===== config.mk =====
export PLATFORM = sky130hd
export DESIGN_NAME = sps_sleep_seq
export DESIGN_NICKNAME = d
export VERILOG_FILES = /design/src/sps_pkg.sv /design/src/sps_sleep_seq.sv /design/src/sps_tick_div.sv
export SDC_FILE = /design/constraint.sdc
export NUM_CORES = 1
export LEC_CHECK = 0
export BUFFER_PORTS_ARGS = -buffer_cell sky130_fd_sc_hd__buf_2
export CAP_MARGIN = 20
export CORE_UTILIZATION = 40
export DETAILED_ROUTE_END_ITERATION = 6
export GPL_TIMING_DRIVEN = 0
export PLACE_DENSITY = 0.71
export SETUP_SLACK_MARGIN = 0.3
export SLEW_MARGIN = 20
export SYNTH_ARGS = -nofsm -noshare
export SYNTH_HDL_FRONTEND = slang
export SYNTH_SLANG_ARGS = --single-unit
export TNS_END_PERCENT = 1

===== constraint.sdc =====
create_clock -name clock_i -period 3.3 [get_ports clock_i]
set_clock_uncertainty 0.1 [all_clocks]
set_input_delay 0.66 -clock clock_i [delete_from_list [all_inputs] [get_ports clock_i]]
set_output_delay 0.66 -clock clock_i [all_outputs]
set_load 0.05 [all_outputs]

===== src/sps_pkg.sv =====
// Purpose: Shared constants and types of the sleep power sequencer.
// Assumes: 125 MHz system clock, 32-bit AHB-Lite register access.
// Notes: Register offsets are byte addresses of aligned words.
package sps_pkg;

  // ************************************************************
  // Register map
  // ************************************************************
  localparam logic [11:0] SLEEP_CTRL_OFS = 12'h000;
  localparam logic [11:0] PIN_CTRL_OFS = 12'h004;
  localparam logic [11:0] WAKE_CFG_OFS = 12'h008;
  localparam logic [11:0] STATUS_OFS = 12'h00C;

  // ************************************************************
  // Field positions
  // ************************************************************
  localparam int SC_WPC_LSB = 0;
  localparam int WPC_W = 3;
  localparam int SC_SLEPT_BIT = 4;
  localparam int SC_GATE_BIT = 5;
  localparam int SC_RSTEN_BIT = 6;
  localparam int SC_REQ_BIT = 7;
  localparam int PC_SEL_LSB = 0;
  localparam int SEL_W = 3;
  localparam int PC_LOWRES_BIT = 3;
  localparam int PC_LEVEL_BIT = 4;
  localparam int PC_LOCK_BIT = 5;
  localparam int WC_EN_LSB = 0;
  localparam int NUM_SRC = 8;
  localparam int WC_RUN_BIT = 8;
  localparam int WC_HALT_BIT = 9;
  localparam int WC_WDRST_BIT = 10;
  localparam int WC_MULT_LSB = 11;
  localparam int MULT_W = 5;
  localparam int ST_STATE_LSB = 8;
  localparam int ST_EXPIRED_BIT = 10;
  localparam int ST_PVALID_BIT = 11;
  localparam int ST_SRCOK_BIT = 12;

  // Wake source index within the enable field and the request input.
  localparam int SRC_ALARM = 0;
  localparam int SRC_COUNTDOWN = 1;
  localparam int SRC_WDOG = 2;
  localparam int SRC_EXT1 = 3;
  localparam int SRC_EXT2 = 4;
  localparam int SRC_BATLOW = 5;
  localparam int SRC_ACAL = 6;
  localparam int SRC_OSC = 7;

  // ************************************************************
  // Reset values and encodings
  // ************************************************************
  localparam logic [2:0] SEL_STATIC = 3'h7;
  localparam logic [2:0] SEL_SLEEP = 3'h6;
  localparam logic [2:0] WPC_RST = 3'h0;
  localparam logic [7:0] EN_RST = 8'h00;
  localparam logic LOCK_RST = 1'b1;
  localparam logic [1:0] HTRANS_NONSEQ = 2'h2;

  // ************************************************************
  // Timing
  // ************************************************************
  localparam int CLK_PERIOD_NS = 8;
  localparam int TICK_PERIOD_NS = 8000000;
  localparam int TICK_CYCLES = TICK_PERIOD_NS / CLK_PERIOD_NS;
  localparam logic [3:0] RST_EXT_TICKS = 4'h8;

  typedef enum logic [1:0]
  {
    ST_RUN = 2'b00,
    ST_WAIT = 2'b01,
    ST_SLEEP = 2'b10
  } sps_state_type;

endpackage


===== src/sps_sleep_seq.sv =====
// Purpose: Sleep sequencer that powers down or resets a host until a wake.
// Assumes: irq_req_i comes from logic on clock_i; power_valid_i is a pin.
// Notes: AHB-Lite slave; writes have no wait state, reads one wait state.
//
// Overview of operation
// - Select value 6 routes the sleep state machine onto the switch pin.
// - Select 6 with low-resistance switch: pin low outside sleep, floats asleep.
// - Select 6 without low-resistance switch: pin is an active-high sleep flag.
// - Wake event is the OR of the eight enabled interrupt requests.
// - In run, power on, no host reset after the extension, request clear, slept flag kept.
// - Wait count 1 to 7 enters wait state for that many 8 ms ticks.
// - Wait behaves like run with request set; wake returns to run.
// - Sleep removes power; host reset asserted only if reset-in-sleep set.
// - Slept flag is set on entering sleep.
// - Wake in sleep returns to run, power back, reset released after the extension.
// - Request refused unless counters run and alarm, running countdown, ext1 or ext2 is enabled, or watchdog has a multiplier and no reset.
// - Request refused while an enabled interrupt is pending.
// - Select value 7, the reset value, drives the pin from a static level.
// - Raising the static level is ignored while the lockout bit is set.
// - Request is raised only by a write to the sleep control register.
// - Host reset stays asserted for a fixed extension after leaving sleep.
//
// Added by the designer: the AHB-Lite interface to the registers and the address map.
`timescale 1ns/10ps
module sps_sleep_seq #(
  parameter int TICK_CYCLES = sps_pkg::TICK_CYCLES
) (
  input wire logic clock_i,
  input wire logic rst_i,
  input wire logic hsel_i,
  input wire logic [31:0] haddr_i,
  input wire logic [1:0] htrans_i,
  input wire logic hwrite_i,
  input wire logic [2:0] hsize_i,
  input wire logic [31:0] hwdata_i,
  input wire logic hready_i,
  output logic [31:0] hrdata_o,
  output logic hreadyout_o,
  output logic hresp_o,
  input wire logic power_valid_i,
  input wire logic [7:0] irq_req_i,
  output logic power_switch_signal_o,
  output logic host_reset_out_o,
  output logic switch_irq2_pin_o,
  output logic switch_irq2_pin_oe_o,
  output logic low_res_switch_o,
  output logic bus_gate_o
);

  // ************************************************************
  // Power-valid synchroniser
  // ************************************************************
  logic pv_meta_r;
  logic pv_r;

  always_ff @(posedge clock_i)
  begin
    if (rst_i)
    begin
      pv_meta_r <= 1'b0;
      pv_r <= 1'b0;
    end
    else
    begin
      pv_meta_r <= power_valid_i;
      pv_r <= pv_meta_r;
    end
  end

  // ************************************************************
  // AHB-Lite slave
  // ************************************************************
  logic take;
  logic wr_pend_r;
  logic rd_wait_r;
  logic [11:0] addr_r;
  logic [31:0] rd_val;
  logic wr_ctrl;
  logic wr_pin;
  logic wr_wake;

  assign take = hsel_i && hready_i && htrans_i[1];
  assign wr_ctrl = wr_pend_r && (addr_r == sps_pkg::SLEEP_CTRL_OFS);
  assign wr_pin = wr_pend_r && (addr_r == sps_pkg::PIN_CTRL_OFS);
  assign wr_wake = wr_pend_r && (addr_r == sps_pkg::WAKE_CFG_OFS);

  // Reads are answered one cycle late so that a write completing in the
  // same cycle as the read address phase is already visible.
  always_ff @(posedge clock_i)
  begin
    if (rst_i)
    begin
      wr_pend_r <= 1'b0;
      rd_wait_r <= 1'b0;
      addr_r <= 12'h000;
      hreadyout_o <= 1'b1;
      hrdata_o <= 32'h00000000;
      hresp_o <= 1'b0;
    end
    else
    begin
      wr_pend_r <= take && hwrite_i;
      rd_wait_r <= take && !hwrite_i;
      hreadyout_o <= !(take && !hwrite_i);
      hresp_o <= 1'b0;
      if (take)
        addr_r <= haddr_i[11:0];
      if (rd_wait_r)
        hrdata_o <= rd_val;
    end
  end

  // ************************************************************
  // Configuration registers
  // ************************************************************
  logic [2:0] wpc_r;
  logic rsten_r;
  logic gate_r;
  logic [2:0] sel_r;
  logic lowres_r;
  logic level_r;
  logic lock_r;
  logic [7:0] en_r;
  logic cd_run_r;
  logic halt_r;
  logic wdrst_r;
  logic [4:0] mult_r;
  logic level_wr;

  // A rising static level only lands while unlocked; lowering it is free.
  assign level_wr = hwdata_i[sps_pkg::PC_LEVEL_BIT];

  always_ff @(posedge clock_i)
  begin
    if (rst_i)
    begin
      wpc_r <= sps_pkg::WPC_RST;
      rsten_r <= 1'b0;
      gate_r <= 1'b0;
    end
    else if (wr_ctrl)
    begin
      wpc_r <= hwdata_i[sps_pkg::SC_WPC_LSB +: sps_pkg::WPC_W];
      rsten_r <= hwdata_i[sps_pkg::SC_RSTEN_BIT];
      gate_r <= hwdata_i[sps_pkg::SC_GATE_BIT];
    end
  end

  always_ff @(posedge clock_i)
  begin
    if (rst_i)
    begin
      sel_r <= sps_pkg::SEL_STATIC;
      lowres_r <= 1'b0;
      level_r <= 1'b0;
      lock_r <= sps_pkg::LOCK_RST;
    end
    else if (wr_pin)
    begin
      sel_r <= hwdata_i[sps_pkg::PC_SEL_LSB +: sps_pkg::SEL_W];
      lowres_r <= hwdata_i[sps_pkg::PC_LOWRES_BIT];
      lock_r <= hwdata_i[sps_pkg::PC_LOCK_BIT];
      if (!(level_wr && !level_r && lock_r))
        level_r <= level_wr;
    end
  end

  always_ff @(posedge clock_i)
  begin
    if (rst_i)
    begin
      en_r <= sps_pkg::EN_RST;
      cd_run_r <= 1'b0;
      halt_r <= 1'b0;
      wdrst_r <= 1'b0;
      mult_r <= 5'h00;
    end
    else if (wr_wake)
    begin
      en_r <= hwdata_i[sps_pkg::WC_EN_LSB +: sps_pkg::NUM_SRC];
      cd_run_r <= hwdata_i[sps_pkg::WC_RUN_BIT];
      halt_r <= hwdata_i[sps_pkg::WC_HALT_BIT];
      wdrst_r <= hwdata_i[sps_pkg::WC_WDRST_BIT];
      mult_r <= hwdata_i[sps_pkg::WC_MULT_LSB +: sps_pkg::MULT_W];
    end
  end

  // ************************************************************
  // Wake qualification and request guard
  // ************************************************************
  sps_pkg::sps_state_type state_r;
  logic wake_event;
  logic wake_source_ok;
  logic accept;
  logic [2:0] wpc_new;
  logic go_sleep;
  logic wait_expired;
  logic [2:0] wcnt_r;
  logic tick;
  logic sleep_request_r;
  logic slept_flag_r;

  assign wake_event = |(irq_req_i & en_r);
  assign wake_source_ok = !halt_r && (en_r[sps_pkg::SRC_ALARM]
    || (en_r[sps_pkg::SRC_COUNTDOWN] && cd_run_r)
    || en_r[sps_pkg::SRC_EXT1] || en_r[sps_pkg::SRC_EXT2]
    || ((mult_r != 5'h00) && !wdrst_r));
  assign wpc_new = hwdata_i[sps_pkg::SC_WPC_LSB +: sps_pkg::WPC_W];
  // A pending enabled interrupt blocks the request as well.
  assign accept = wr_ctrl && hwdata_i[sps_pkg::SC_REQ_BIT] && wake_source_ok
    && !wake_event && pv_r && (state_r == sps_pkg::ST_RUN);
  assign wait_expired = (state_r == sps_pkg::ST_WAIT) && (wcnt_r == 3'h0);
  assign go_sleep = pv_r && ((accept && (wpc_new == 3'h0))
    || ((state_r == sps_pkg::ST_WAIT) && !wake_event && wait_expired));

  sps_tick_div #(
    .CYCLES(TICK_CYCLES)
  ) u_tick (
    .clock_i(clock_i),
    .rst_i(rst_i),
    .clear_i(accept),
    .tick_o(tick)
  );

  // ************************************************************
  // Sleep state machine
  // ************************************************************
  always_ff @(posedge clock_i)
  begin
    if (rst_i || !pv_r)
    begin
      state_r <= sps_pkg::ST_RUN;
      sleep_request_r <= 1'b0;
    end
    else
    begin
      unique case (state_r)
        sps_pkg::ST_RUN:
        begin
          if (accept)
          begin
            sleep_request_r <= 1'b1;
            state_r <= go_sleep ? sps_pkg::ST_SLEEP : sps_pkg::ST_WAIT;
          end
        end
        sps_pkg::ST_WAIT:
        begin
          if (wake_event)
          begin
            state_r <= sps_pkg::ST_RUN;
            sleep_request_r <= 1'b0;
          end
          else if (wait_expired)
            state_r <= sps_pkg::ST_SLEEP;
        end
        sps_pkg::ST_SLEEP:
        begin
          if (wake_event)
          begin
            state_r <= sps_pkg::ST_RUN;
            sleep_request_r <= 1'b0;
          end
        end
        default:
        begin
          state_r <= sps_pkg::ST_RUN;
          sleep_request_r <= 1'b0;
        end
      endcase
    end
  end

  // The divider restarts on acceptance, so the wait spans exactly the
  // programmed number of ticks, inside the allowed one-tick window.
  always_ff @(posedge clock_i)
  begin
    if (rst_i || !pv_r)
      wcnt_r <= 3'h0;
    else if (accept)
      wcnt_r <= wpc_new;
    else if ((state_r == sps_pkg::ST_WAIT) && tick && (wcnt_r != 3'h0))
      wcnt_r <= wcnt_r - 3'h1;
  end

  // Entry to sleep wins over a clear written in the same cycle.
  always_ff @(posedge clock_i)
  begin
    if (rst_i)
      slept_flag_r <= 1'b0;
    else if (go_sleep)
      slept_flag_r <= 1'b1;
    else if (wr_ctrl && !hwdata_i[sps_pkg::SC_SLEPT_BIT])
      slept_flag_r <= 1'b0;
  end

  // ************************************************************
  // Host reset extension
  // ************************************************************
  logic [3:0] ext_cnt_r;

  always_ff @(posedge clock_i)
  begin
    if (rst_i)
      ext_cnt_r <= 4'h0;
    else if ((state_r == sps_pkg::ST_SLEEP) && wake_event && pv_r && rsten_r)
      ext_cnt_r <= sps_pkg::RST_EXT_TICKS;
    else if (tick && (ext_cnt_r != 4'h0))
      ext_cnt_r <= ext_cnt_r - 4'h1;
  end

  // ************************************************************
  // Pin and power outputs
  // ************************************************************
  logic pin_level;

  // Selections other than sleep and static belong to other sources;
  // this block leaves the open-drain pin released for them.
  always_comb
  begin
    unique case (sel_r)
      sps_pkg::SEL_SLEEP: pin_level = (state_r == sps_pkg::ST_SLEEP);
      sps_pkg::SEL_STATIC: pin_level = level_r;
      default: pin_level = 1'b1;
    endcase
  end

  always_ff @(posedge clock_i)
  begin
    if (rst_i)
    begin
      power_switch_signal_o <= 1'b1;
      host_reset_out_o <= 1'b0;
      switch_irq2_pin_o <= 1'b0;
      switch_irq2_pin_oe_o <= 1'b1;
      low_res_switch_o <= 1'b0;
      bus_gate_o <= 1'b0;
    end
    else
    begin
      power_switch_signal_o <= (state_r != sps_pkg::ST_SLEEP);
      host_reset_out_o <= (rsten_r && (state_r == sps_pkg::ST_SLEEP))
        || (ext_cnt_r != 4'h0);
      switch_irq2_pin_o <= 1'b0;
      switch_irq2_pin_oe_o <= !pin_level;
      low_res_switch_o <= lowres_r && (sel_r == sps_pkg::SEL_SLEEP);
      bus_gate_o <= gate_r && (state_r == sps_pkg::ST_SLEEP);
    end
  end

  // ************************************************************
  // Register read view
  // ************************************************************
  always_comb
  begin
    rd_val = 32'h00000000;
    unique case (addr_r)
      sps_pkg::SLEEP_CTRL_OFS:
      begin
        rd_val[sps_pkg::SC_WPC_LSB +: sps_pkg::WPC_W] = wpc_r;
        rd_val[sps_pkg::SC_SLEPT_BIT] = slept_flag_r;
        rd_val[sps_pkg::SC_GATE_BIT] = gate_r;
        rd_val[sps_pkg::SC_RSTEN_BIT] = rsten_r;
        rd_val[sps_pkg::SC_REQ_BIT] = sleep_request_r;
      end
      sps_pkg::PIN_CTRL_OFS:
      begin
        rd_val[sps_pkg::PC_SEL_LSB +: sps_pkg::SEL_W] = sel_r;
        rd_val[sps_pkg::PC_LOWRES_BIT] = lowres_r;
        rd_val[sps_pkg::PC_LEVEL_BIT] = level_r;
        rd_val[sps_pkg::PC_LOCK_BIT] = lock_r;
      end
      sps_pkg::WAKE_CFG_OFS:
      begin
        rd_val[sps_pkg::WC_EN_LSB +: sps_pkg::NUM_SRC] = en_r;
        rd_val[sps_pkg::WC_RUN_BIT] = cd_run_r;
        rd_val[sps_pkg::WC_HALT_BIT] = halt_r;
        rd_val[sps_pkg::WC_WDRST_BIT] = wdrst_r;
        rd_val[sps_pkg::WC_MULT_LSB +: sps_pkg::MULT_W] = mult_r;
      end
      sps_pkg::STATUS_OFS:
      begin
        rd_val[sps_pkg::NUM_SRC-1:0] = irq_req_i;
        rd_val[sps_pkg::ST_STATE_LSB +: 2] = state_r;
        rd_val[sps_pkg::ST_EXPIRED_BIT] = wait_expired;
        rd_val[sps_pkg::ST_PVALID_BIT] = pv_r;
        rd_val[sps_pkg::ST_SRCOK_BIT] = wake_source_ok;
      end
      default: rd_val = 32'h00000000;
    endcase
  end
endmodule


===== src/sps_tick_div.sv =====
// Purpose: Divides the system clock down to the sleep timebase tick.
// Assumes: CYCLES is at least 2.
// Notes: A clear restarts the period so the next tick is a full period away.
`timescale 1ns/10ps
module sps_tick_div #(
  parameter int CYCLES = sps_pkg::TICK_CYCLES
) (
  input wire logic clock_i,
  input wire logic rst_i,
  input wire logic clear_i,
  output logic tick_o
);

  localparam int CW = $clog2(CYCLES);
  localparam logic [CW-1:0] LAST = CW'(CYCLES - 1);

  logic [CW-1:0] count_r;

  always_ff @(posedge clock_i)
  begin
    if (rst_i || clear_i)
    begin
      count_r <= '0;
      tick_o <= 1'b0;
    end
    else
    begin
      tick_o <= (count_r == LAST);
      if (count_r == LAST)
        count_r <= '0;
      else
        count_r <= count_r + CW'(1);
    end
  end

endmodule


; ---- After elaboration in Yosys (flattened, before gate mapping)
; Cells that the tools add are included.
[totals]
ff_bits = 97
input_bits = 83
output_inout_bits = 40
wordCells = 138
[op_classes]
n_addsub = 3
n_eq_ne = 13
mux = 22
n_bitwise = 2
reduce_logical = 66
[op_table]
columns = operator, count
row1 = 1-bit logical AND, 32
row2 = "12-bit by 4-bit equality test with 1-bit output, second input constant", 2
row3 = "20-bit by 1-bit adder with 20-bit output, second input constant", 1
row4 = "20-bit equality test, second input constant", 1
row5 = "12-bit by 3-bit equality test with 1-bit output, second input constant", 1
row6 = 12-bit zero test, 1
row7 = 2-bit case mux with 3 select lines, 2
row8 = 3-bit case mux with 4 select lines, 1
row9 = 2-bit 2-to-1 mux, 5
row10 = 5-bit case mux with 2 select lines, 1
row11 = 1-bit zero test, 9
row12 = 3-bit 2-to-1 mux, 3
row13 = 8-bit AND, 1
row14 = 1-bit logical OR, 8
row15 = 4-bit 2-to-1 mux, 2
row16 = 2-bit case mux with 4 select lines, 1
row17 = 8-bit OR reduction, 1
row18 = "3-bit equality test, second input constant", 2
row19 = 3-bit zero test, 2
row20 = "2-bit inequality test, second input constant", 3
row21 = 2-bit nonzero test, 3
row22 = 2-bit OR reduction, 3
row23 = 5-bit nonzero test, 1
row24 = 1-bit 2-to-1 mux, 4
row25 = 14 further kinds, 16

; ---- Logic depth before layout (Yosys ltp)
; Gate-level depths: netlist of the first run.
[depth]
ltp_word = 16
mapped_depth = 9
mapped_depth_nobuf = 8

; ---- Modules after synthesis
; A second synthesis of the first run with hierarchy kept.
[unflattened]
hier_cells = 524
area_unflattened_um2 = 4501.8
[by_module_without_submodules]
columns = mod, n_inst, cells_per_inst, area_each_um2
row1 = sps_sleep_seq, 1, 419, 3568.4
row2 = sps_tick_div, 1, 105, 933.4

; ---- Worst setup path before layout of the first run
; No wires, ideal clock.
[synth_path]
kind = in2reg
startpoint = input port irq_req_i[2]
endpoint = register state_r[0]
setup_time_ns = 0.070
arrival_ns = 2.052
t_required_ns = 3.130
path_slack_ns = 1.077
cell_stages = 7
path_buffers = 2
cell_sequence = a22oi_1 and4_1 clkbuf_1 and3_1 buf_6 or4b_1 a21oi_1
[synth_via]
elab_chain_len = 12
elab_cells_between_ends = 19
[synth_lines]
columns = element, line
row1 = start: declaration, sps_sleep_seq.sv:41  ; input wire logic [7:0] irq_req_i,
row2 = 8-bit AND (*), sps_sleep_seq.sv:203  ; assign wake_event = |(irq_req_i & en_r);
row3 = 8-bit OR reduction (*), sps_sleep_seq.sv:203
row4 = 1-bit zero test, "sps_sleep_seq.sv:211, sps_sleep_seq.sv:214"
row5 = 1-bit logical AND (3 in a row), sps_sleep_seq.sv:211  ; && !wake_event && pv_r && (state_r == sps_pkg::ST_RUN);
row6 = 1-bit logical AND, sps_sleep_seq.sv:213  ; assign go_sleep = pv_r && ((accept && (wpc_new == 3'h0))
row7 = 1-bit logical OR, sps_sleep_seq.sv:214  ; || ((state_r == sps_pkg::ST_WAIT) && !wake_event && wait_expired));
row8 = 1-bit logical AND, sps_sleep_seq.sv:213
row9 = 2-bit 2-to-1 mux, sps_sleep_seq.sv:243  ; state_r <= go_sleep ? sps_pkg::ST_SLEEP : sps_pkg::ST_WAIT;
row10 = 2-bit 2-to-1 mux, sps_sleep_seq.sv:240  ; if (accept)
row11 = 2-bit case mux with 3 select lines, sps_sleep_seq.sv:237  ; unique case (state_r)
row12 = end signal: assignment, sps_sleep_seq.sv:243
row13 = end signal: assignment, sps_sleep_seq.sv:250  ; state_r <= sps_pkg::ST_RUN;
row14 = end signal: assignment, sps_sleep_seq.sv:254  ; state_r <= sps_pkg::ST_SLEEP;
row15 = end: declaration, sps_sleep_seq.sv:191  ; sps_pkg::sps_state_type state_r;
; Every way passes the cells marked *; elsewhere a longest branch is shown, timed or not. The select of a mux whose other input is x is not followed.
; A chain may end at the register's enable or synchronous reset.

; ---- Worst setup path in the final report of the first run
[layout_path]
startpoint = register addr_r[6]
endpoint = register cd_run_r
[layout_via]
elab_chain_len = 2
[layout_lines]
columns = element, line
row1 = start: declaration, sps_sleep_seq.sv:76  ; logic [11:0] addr_r;
row2 = start signal: assignment, sps_sleep_seq.sv:107  ; addr_r <= haddr_i[11:0];
row3 = 12-bit by 4-bit equality test with 1-bit output, sps_sleep_seq.sv:85  ; assign wr_wake = wr_pend_r && (addr_r == sps_pkg::WAKE_CFG_OFS);
row4 = 1-bit logical AND, sps_sleep_seq.sv:85
row5 = end signal: assignment, sps_sleep_seq.sv:181  ; cd_run_r <= hwdata_i[sps_pkg::WC_RUN_BIT];
row6 = end: declaration, sps_sleep_seq.sv:124  ; logic cd_run_r;
; Every way passes these cells.

==> run metrics, run 1 <==
status=finished clean; Syn Area/Cell=approximately 8.5 µm²; top cell type's share of synthesized area=between 40% and 50%; wire per inst=about 14 µm; Clock transition at path regs=0.10 ns; Tightest Pin Transition=0.718 ns; Mapped Area=around 4400 µm²; initial DRC count=about 230; critical path class=reg -> reg; Finished Core Util=roughly 49%; Cell Pwr Density=430 nW/µm²; Post-CTS Setup Inserts=0; CP arrival=2.93 ns; Clk Latency, worst-skew pair=0.37 ns; DIE AREA=11,400 µm²; post-synth cell types=48; GRT overflow=0; largest net degree at the start of global routing=17; synthesized flop and latch total=97; First-pass DRT Iterations=4; fin crit period=roughly 2.7 ns; number of CTS-inserted buffers=9; H-tree depth=3; Max rail drop VDD=0.247 mV; Buffers on Ports=64; initial antenna violation count=0; async set-reset flop share out of synthesis=0%; CTS Buffer Depth=2; setup TNS=0 ns; clk root buf=clkbuf_8; Die Wd=107 µm; slowest stage cell on the critical path=nor4_1; Final #Nets=702; Area growth syn-to-layout=17.6%; Starting Density=41.9%; Max Fclk=0.367 GHz; P_leak=2.04 nW; Startpoint Class=register; # rows=37; Post-synth EDFFs=0; chip height=107 µm; Yosys warning count=0; n_diodes=0; fin. max-slew vios=0; gr usage total=19.2%; CTS tree=done; Relative slew margins=51.7%; vias=3,796; Synth Instances=520; Worst EP required=3.51 ns; leading area contributor after synthesis=dfxtp_1; ys flop type=dfxtp_1; final setup fails=0; DP Wirelength=8020 µm; WL final=10,500 µm; Avg Vias per Cell=about 5; Synth area leaders=dfxtp_1, nand2_1, a21oi_1; Final Hold Viols=0; # DRC=0; CTS sink cnt=97; WHS=0.351 ns; Core Area=10,500 µm²; register area share after synthesis=around 44%; share of cells above drive strength 1=between 10% and 20%; vias in the first global route=3,558; Final GP Congestion=0.839; Worst path max stage delay=0.64 ns; first-pass GRT wire length=16,900 µm; crit share post-route=82.6%; worst-path fanout max=10; Routed Antenna Nets=0; CP Capture Type=register; unrepaired setup endpoints after global routing=false; boundary pin count=123; crit path cell chain=nor4_1 -> and3_1 -> buf_2 -> nand2_1 -> nor3b_2 -> buf_2 -> nand2_1 -> a21oi_1; hold crit path type=reg -> reg; max_cap viols=0
-- area by class of cell --
| class | instances | area, µm² |
|---|---|---|
| Buffer | 44 | 258 |
| Clock buffer | 10 | 128 |
| Clock inverter | 6 | 91.3 |
| Sequential cell | 97 | 1940 |
| Multi-Input combinational cell | 381 | 2220 |
| Timing Repair Buffer | 64 | 320 |
| Inverter | 15 | 56.3 |
| Fill cell | 1004 | 5330 |
| Tap cell | 136 | 170 |
-- state kept, by name, indices dropped and copies added, names as in the netlist, 2 cells and up --
name,cells
wcnt_r,3
addr_r,12
mult_r,5
wpc_r,3
ext_cnt_r,4
u_tick.count_r,20
sel_r,3
en_r,8
hrdata_o,16
state_r,2
-- where the power goes --
group	total, W	switching [W]	internal, W
combinational	0.000184	0.000122	0.0000616
sequential	0.00119	0.00000850	0.00118
clock	0.000854	0.000422	0.000431
total	0.00223	0.000553	0.00167
-- logic make-up after synthesis --
kind of cell / count (synthesis) / synth area share (%)
buffers and inverters: 59 / 7.12
adders and majority gates: 7 / 1.99
and+or+nand+nor: 233 / 25.9
other: 1 / 0.0851
DFF: 97 / 44.1
AOI/OAI and AO/OA: 84 / 11.1
muxes: 17 / 5.45
xor gates and xnor gates: 22 / 4.37
-- path summary, 6_finish.rpt --
path / start / end / slack (ns) / depth (start not counted)
worst max-delay path: addr_r[6]$_SDFFE_PP0P_ / cd_run_r$_SDFFE_PP0P_ / 0.58 / 8
worst min-delay path: pv_meta_r$_SDFF_PP0_ / pv_r$_SDFF_PP0_ / 0.35 / 1
worst max register to register: addr_r[6]$_SDFFE_PP0P_ / cd_run_r$_SDFFE_PP0P_ / 0.58 / 8
worst min register to register: pv_meta_r$_SDFF_PP0_ / pv_r$_SDFF_PP0_ / 0.35 / 1
-- metal layers --
layer / wire length (µm) / up-vias / global-route usage [%]
met1: 4620 / 1762 / 24.8
met2: 5030 / 108 / 31.0
met4: 214 / 0 / 9.69
met5: 0 / - / 0
li1: - / 1910 / -
met3: 611 / 16 / 2.86
-- cell usage after synthesis (5+ instances only) --
cell and instances:
buf_4 18, nor2_1 55, nor2b_1 7, o21ai_0 7, inv_1 15, a21oi_1 54
xnor2_1 6, mux2_2 6, dfxtp_1 97, and3_1 9, ha_1 7, nor3b_1 5
mux2i_1 6, mux4_2 5, nand4_1 9, clkbuf_1 18, nand2b_1 18, nand2_1 77
xor2_1 16, a21o_1 5, nand3_1 25
-- repair_timing --
action                                  CTS  global route
hold buffers                              0             0
endpoints found under the setup margin    0             1
resized for setup                         0             1
-- worst max-delay path: cells and delay by family (launching register included) --
family                 cells  cell delay (ns)
AND/OR/NAND/NOR            5             1.54
buffers and inverters      2             0.55
flip-flops                 1             0.32
AO/OA/AOI/OAI              1             0.14
-- cell usage in the layout (no fill, tap or decap), types with 15 or more instances in the layout --
cell / Yosys / layout
inv_1: 15 / 15
clkbuf_1: 18 / 19
nand3_1: 25 / 25
buf_4: 18 / 18
xor2_1: 16 / 16
conb_1: 1 / 18
nor2_1: 55 / 55
nand2_1: 77 / 77
buf_2: 2 / 66
nand2b_1: 18 / 18
dfxtp_1: 97 / 97
a21oi_1: 54 / 54
-- through the flow --
step | instance area [µm²] | setup WS [ns] | total power (W) | std cells
final | 5180 | 0.575 | 0.00223 | 753
after global routing | 5180 | 0.340 | 0.00232 | 753
after CTS | 5180 | 0.619 | 0.00224 | 753
after detailed placement | 4960 | 0.628 | 0.00140 | 737
after global placement | 4960 | 0.666 | 0.00139 | 737
after floorplan | 4470 | 1.08 | 0.00134 | 537
Power figures use the tool's default switching activity.
==> inputs of run 2 (changes only) <==
- clock period: 3.3 -> 2.7 ns (I/O delays scaled with it)
==> run 2 against run 1 <==
Against the previous run:
- global-route usage rose by 0.20 points
- critical path depth did not move
- clock power rose by 23%
- first-iteration DRC count fell by 10%
- sequential power rose by 23%
- final area rose by 1.8%
- via count rose by 1.1%
- maximum frequency rose by 15%
- wire length rose by 2.6%
- sequential share of layout area fell by 0.67 points
- register-to-register slack got worse by 0.24 ns
- critical path type unchanged
- largest cell class unchanged
- largest power group unchanged
- highest routed layer unchanged
==> run metrics, run 2 (synthesis results as in run 1) <==
status=finished clean (unchanged); largest reg by FF count=u_tick.count_r (unchanged); Die Wd=107 µm (unchanged); Final #Nets=708 (was 702); boundary pin count=123 (unchanged); Crit path buffers/inverters=2 (unchanged); CTS Buffer Depth=2 (unchanged); vias=3,838 (was 3,796); Final GP Congestion=0.839 (unchanged); Area growth syn-to-layout=19.7% (was 17.6%); WL final=10,700 µm (was 10,500 µm); most frequent cells in the layout=dfxtp_1, nand2_1, buf_2 (unchanged); First-pass DRT Iterations=5 (was 4); Startpoint Class=register (unchanged); setup TNS=0 ns (unchanged); Max Fclk=0.422 GHz (was 0.367 GHz); largest net degree at the start of global routing=17 (unchanged); most frequent CP cell=buf_6; initial antenna violation count=0 (unchanged); CP delay by family, top=simple AND/OR/NAND/NOR gates (unchanged); Cell Pwr Density=518 nW/µm² (was 430 nW/µm²); CP Capture Type=register (unchanged); Hold Crit Depth=2 (was 1); slowest stage cell on the critical path=or4_4 (was nor4_1); wire per inst=14.2 µm (was 13.9 µm); crit share post-route=87.7% (was 82.6%); FF-to-FF End=u_tick.count_r[14]$_SDFF_PP0_ (was cd_run_r$_SDFFE_PP0P_); flop2flop setup slack=0.33 ns (was 0.58 ns); number of CTS-inserted buffers=9 (unchanged); P_leak=2.09 nW (was 2.04 nW); Clk Latency, worst-skew pair=0.37 ns (about the same); H-tree depth=3 (unchanged); Most Crowded Layer GR=met2 (unchanged); max FFs per register=20 (unchanged); Max rail drop VDD=0.303 mV (was 0.247 mV); Routed Antenna Nets=0 (unchanged); initial DRC count=209 (was 233); first-pass GRT wire length=17,100 µm (was 16,900 µm); crit path cell chain=or4_4 -> o21ai_2 -> a211oi_2 -> and3_1 -> buf_6 -> or3_4 -> buf_6 -> nor2_1 (was nor4_1 -> and3_1 -> buf_2 -> nand2_1 -> nor3b_2 -> buf_2 -> nand2_1 -> a21oi_1); # rows=37 (unchanged); CTS tree=done (unchanged); critical path class=reg -> reg (unchanged); fin crit period=2.37 ns (was 2.72 ns); Non-Filler Instances=759 (was 753); fillcell total=992 (was 1,004); Buffers on Ports=64 (unchanged); # hold bufs at CTS=0 (unchanged); hold crit path type=in -> reg (was reg -> reg); RR Startpoint=mult_r[1]$_SDFFE_PP0P_ (was addr_r[6]$_SDFFE_PP0P_); unrepaired setup endpoints after global routing=true (was false); n_diodes=0 (unchanged); met2 usage=31.3% (was 31.0%); Worst EP required=2.90 ns (was 3.51 ns); Avg Vias per Cell=5.06 (was 5.04); fin. max-slew vios=0 (unchanged); final setup fails=0 (unchanged); CTS sink cnt=97 (unchanged); share of cells above drive strength 1=21.2% (was 19.6%); Worst path max stage delay=0.54 ns (was 0.64 ns); most common cell after layout, fill and taps aside=dfxtp_1 (unchanged); max_cap viols=0 (unchanged); Relative slew margins=52.2% (was 51.7%); DP Wirelength=8020 µm (unchanged); GRT overflow=0 (unchanged); Starting Density=41.9% (unchanged); Clock transition at path regs=0.09 ns (was 0.10 ns); Final Hold Viols=0 (unchanged); M1 GR Usage=25.0% (was 24.8%); WHS Endpoint=rd_wait_r$_SDFF_PP0_ (was pv_r$_SDFF_PP0_); # DRC=0 (unchanged); R2R cell count=8 (unchanged); gr usage total=19.4% (was 19.2%); CP arrival=2.57 ns (was 2.93 ns); Regs by FF count=u_tick.count_r: 20 flops, hrdata_o: 16 flops, addr_r: 12 flops (unchanged); DIE AREA=11,400 µm² (unchanged); worst-path fanout max=10 (unchanged); clk root buf=clkbuf_8 (unchanged); HP Start=hwrite_i (was pv_meta_r$_SDFF_PP0_); dpl cells=737 (unchanged); Finished Core Util=50.2% (was 49.3%); M3 GR Usage=2.86% (unchanged); chip height=107 µm (unchanged); Tightest Pin Transition=0.717 ns (was 0.718 ns); Core Area=10,500 µm² (unchanged); vias in the first global route=3,566 (was 3,558)
==> run 2: cell count changes in the layout (fill, tap and decap cells not counted) <==
cell	previous run	this run
nor4_4	0	2
nor3b_2	1	0
clkbuf_2	0	1
buf_2	66	65
clkbuf_4	0	1
a211oi_1	4	3
nor3b_4	0	1
or4_4	0	1
buf_4	18	24
a211oi_2	0	1
nor4_1	3	1
clkbuf_1	19	18
or4_1	1	0
==> run 2: how the worst max path moves through the flow <==
| stage | start | depth (start not counted) | slack (ns) | to |
|---|---|---|---|---|
| after floorplan | mult_r[1]$_SDFFE_PP0P_ | 8 | 0.56 | u_tick.count_r[12]$_SDFF_PP0_ |
| after global placement | addr_r[6]$_SDFFE_PP0P_ | 8 | 0.13 | cd_run_r$_SDFFE_PP0P_ |
| after detailed placement | addr_r[6]$_SDFFE_PP0P_ | 6 | 0.04 | state_r[1]$_SDFFE_PP0P_ |
| after CTS | addr_r[6]$_SDFFE_PP0P_ | 8 | 0.28 | wdrst_r$_SDFFE_PP0P_ |
| after global routing | mult_r[1]$_SDFFE_PP0P_ | 8 | 0.26 | u_tick.count_r[7]$_SDFF_PP0_ |
| final | mult_r[1]$_SDFFE_PP0P_ | 8 | 0.33 | u_tick.count_r[14]$_SDFF_PP0_ |
==> run 2: routing by layer <==
layer | wire length, µm | vias up | share of wire, %
met4 | 287 | 0 | 2.7
li1 | - | 1926 | -
met1 | 4830 | 1780 | 45
met5 | 0 | - | 0
met2 | 5170 | 108 | 48
met3 | 464 | 24 | 4.3
==> run 2: cell type report <==
type                       instances  area [µm²]  share of cell area (%)
clock buffer                      10         128                    2.42
timing repair buffer              70         365                    6.92
multi-input combinational        381        2260                    42.9
clock inverter                     6        91.3                    1.73
buffer                            44         262                    4.96
sequential                        97        1940                    36.8
inverter                          15        56.3                    1.07
tap                              136         170                    3.23
==> run 2: per-stage QoR <==
stage / cell area (µm²) / setup WS, ns / hold WS, ns / power, W
2_1_floorplan: 4470 / 0.562 / 0.314 / 0.00164
3_3_place_gp: 4960 / 0.130 / 0.324 / 0.00170
3_5_place_dp: 4960 / 0.0395 / 0.332 / 0.00171
4_1_cts: 5210 / 0.285 / 0.251 / 0.00274
5_1_grt: 5280 / 0.257 / 0.272 / 0.00284
6_report: 5280 / 0.332 / 0.261 / 0.00274
==> run 2: where the power goes <==
part           leakage [nW]  internal [W]  switching [W]
combinational          1.19     0.0000790       0.000151
clock                 0.111      0.000527       0.000523
sequential            0.783       0.00144      0.0000127
total                  2.09       0.00205       0.000687
==> run 2: repair_timing <==
| item | CTS | global route |
|---|---|---|
| gates resized for setup | 5 | 6 |
| pin swaps | 0 | 4 |
| setup endpoints to repair | 14 | 32 |
| buffers inserted | 0 | 6 |
==> inputs of run 3 (changes only) <==
- CORE_UTILIZATION: 40 -> 45
- PLACE_DENSITY: 0.71 -> unset
- PLACE_DENSITY_LB_ADDON: unset -> 0.1
==> run 3 against run 2 <==
Against the previous run:
- critical path depth unchanged
- maximum frequency down 3.2%
- die area down 11%
- hold slack better by 0.020 ns
- combinational power about the same
- critical path type unchanged
==> run metrics, run 3 (synthesis results as in run 1) <==
status=finished clean (unchanged); largest net degree at the start of global routing=17 (unchanged); first-pass GRT wire length=16,900 µm (was 17,100 µm); First-pass DRT Iterations=4 (was 5); CTS tree=done (unchanged); Area growth syn-to-layout=17.8% (was 19.7%); initial antenna violation count=0 (unchanged); Worst EP required=2.82 ns (was 2.90 ns); CP Capture Type=register (unchanged); Startpoint Class=register (unchanged); DP Wirelength=7790 µm (was 8020 µm); most frequent cells in the layout=dfxtp_1, nand2_1, buf_2 (unchanged); worst-path fanout max=10 (unchanged); initial DRC count=160 (was 209); Starting Density=47.0% (was 41.9%); setup TNS=0 ns (unchanged); wire per inst=13.9 µm (was 14.2 µm); share of cells above drive strength 1=20.3% (was 21.2%); largest reg by FF count=u_tick.count_r (unchanged); Final GP Congestion=0.833 (was 0.839); Avg Vias per Cell=5.09 (was 5.06); vias=3,796 (was 3,838); P_leak=2.05 nW (was 2.09 nW); number of CTS-inserted buffers=9 (unchanged); area occupied by multi-input gates=2250 µm² (was 2260 µm²); Setup WS pre-CTS=0.0421 ns (was 0.0395 ns); Max rail drop VDD=0.319 mV (was 0.303 mV); CTS Buffer Depth=2 (unchanged); most common cell after layout, fill and taps aside=dfxtp_1 (unchanged); DIE AREA=10,200 µm² (was 11,400 µm²); # DRC=0 (unchanged); clk root buf=clkbuf_8 (unchanged); Buffers on Ports=64 (unchanged); Core Area=9370 µm² (was 10,500 µm²); H-tree depth=3 (unchanged); Clock power frac=36.9% (was 38.4%); chip height=101 µm (was 107 µm); Seq pwr share=54.6% (was 53.2%); gr usage total=21.4% (was 19.4%); max FFs per register=20 (unchanged); max_cap viols=0 (unchanged); PnR worst setup slack=0.254 ns (was 0.332 ns); CTS sink cnt=97 (unchanged); Regs by FF count=u_tick.count_r: 20 flops, hrdata_o: 16 flops, addr_r: 12 flops (unchanged); critical path class=reg -> reg (unchanged); Reg area=1940 µm² (unchanged); Post-CTS Setup Inserts=0 (unchanged); Logic pwr share=8.5% (was 8.4%); Sw Ratio=25.8% (was 25.1%); fin crit period=2.45 ns (was 2.37 ns); final setup fails=0 (unchanged); Clock transition at path regs=0.10 ns (was 0.09 ns); fin. max-slew vios=0 (unchanged); Final #Nets=702 (was 708); total power=0.00267 W (was 0.00274 W); Int Pwr=0.00198 W (was 0.00205 W); # rows=35 (was 37); Max Fclk=0.409 GHz (was 0.422 GHz); crit share post-route=90.6% (was 87.7%); boundary pin count=123 (unchanged); Die Wd=101 µm (was 107 µm); vias in the first global route=3,431 (was 3,566); hold crit path type=in -> reg (unchanged); unrepaired setup endpoints after global routing=true (unchanged); Tightest Pin Transition=0.739 ns (was 0.717 ns); Clk Latency, worst-skew pair=0.36 ns (was 0.37 ns); GRT overflow=0 (unchanged); Cell Pwr Density=513 nW/µm² (was 518 nW/µm²); Routed Antenna Nets=0 (unchanged); Relative slew margins=50.7% (was 52.2%); n_diodes=0 (unchanged); WL final=10,400 µm (was 10,700 µm); CP arrival=2.57 ns (about the same); sw power=0.000687 W (about the same); fillcell total=930 (was 992); Final Hold Viols=0 (unchanged)
## run 3: power groups by stage
stage	Sequential, W	Clock, W	Combinational [W]
finish	0.00145	0.000983	0.000228
global route	0.00146	0.00105	0.000248
CTS	0.00145	0.000997	0.000225
detailed placement	0.00149	0	0.000223
global placement	0.00149	0	0.000220
floorplan	0.00148	0	0.000154
## run 3: metal layers
metal | share of wire [%] | track usage, %
met5 | 0 | 0
met4 | 1.7 | 5.91
met3 | 5.1 | 4.37
met2 | 43 | 32.0
met1 | 50 | 31.3
## run 3: what timing repair did
action | 4_1_cts | 5_1_grt
hold buffers | 0 | 0
gates resized for setup | 4 | 3
gates cloned | 0 | 0
endpoints found under the setup margin | 13 | 32
hold endpoints to repair | 0 | 0
## run 3: final timing paths
kind / start / to / slack (ns) / cells past startpoint
hold / removal: power_valid_i / pv_meta_r$_SDFF_PP0_ / 0.28 / 2
hold reg to reg: gate_r$_SDFFE_PP0N_ / bus_gate_o$_SDFF_PP0_ / 0.35 / 2
setup reg to reg: addr_r[6]$_SDFFE_PP0P_ / en_r[3]$_SDFFE_PP0P_ / 0.25 / 8
setup / recovery: addr_r[6]$_SDFFE_PP0P_ / en_r[3]$_SDFFE_PP0P_ / 0.25 / 8
## run 3: cell type report
class	instances	area share, %
flip-flops and latches	97	37.4
well taps	129	3.11
repair buffers	64	6.17
clock inverters	6	1.28
multi-input cells	381	43.3
inverters	15	1.08
clock buffers	10	2.65
plain buffers	44	5.01
## run 3: stage by stage
stage | utilization [%] | cells | hold WS [ns] | area, µm²
after floorplan | - | 537 | 0.314 | 4470
after global placement | 52.9 | 730 | 0.327 | 4950
after detailed placement | 52.9 | 730 | 0.328 | 4950
after CTS | 55.3 | 746 | 0.277 | 5180
after global routing | 55.4 | 746 | 0.271 | 5190
final | 55.4 | 746 | 0.281 | 5190
## run 3: critical path: stages, from the launching register on
cell and delay [ns]:
dfxtp_1 0.33, nor4_2 0.43, and3_1 0.23, and2_1 0.13, clkbuf_1 0.28, nand3b_1 0.28
clkbuf_1 0.33, nand2_1 0.14, a21oi_1 0.07
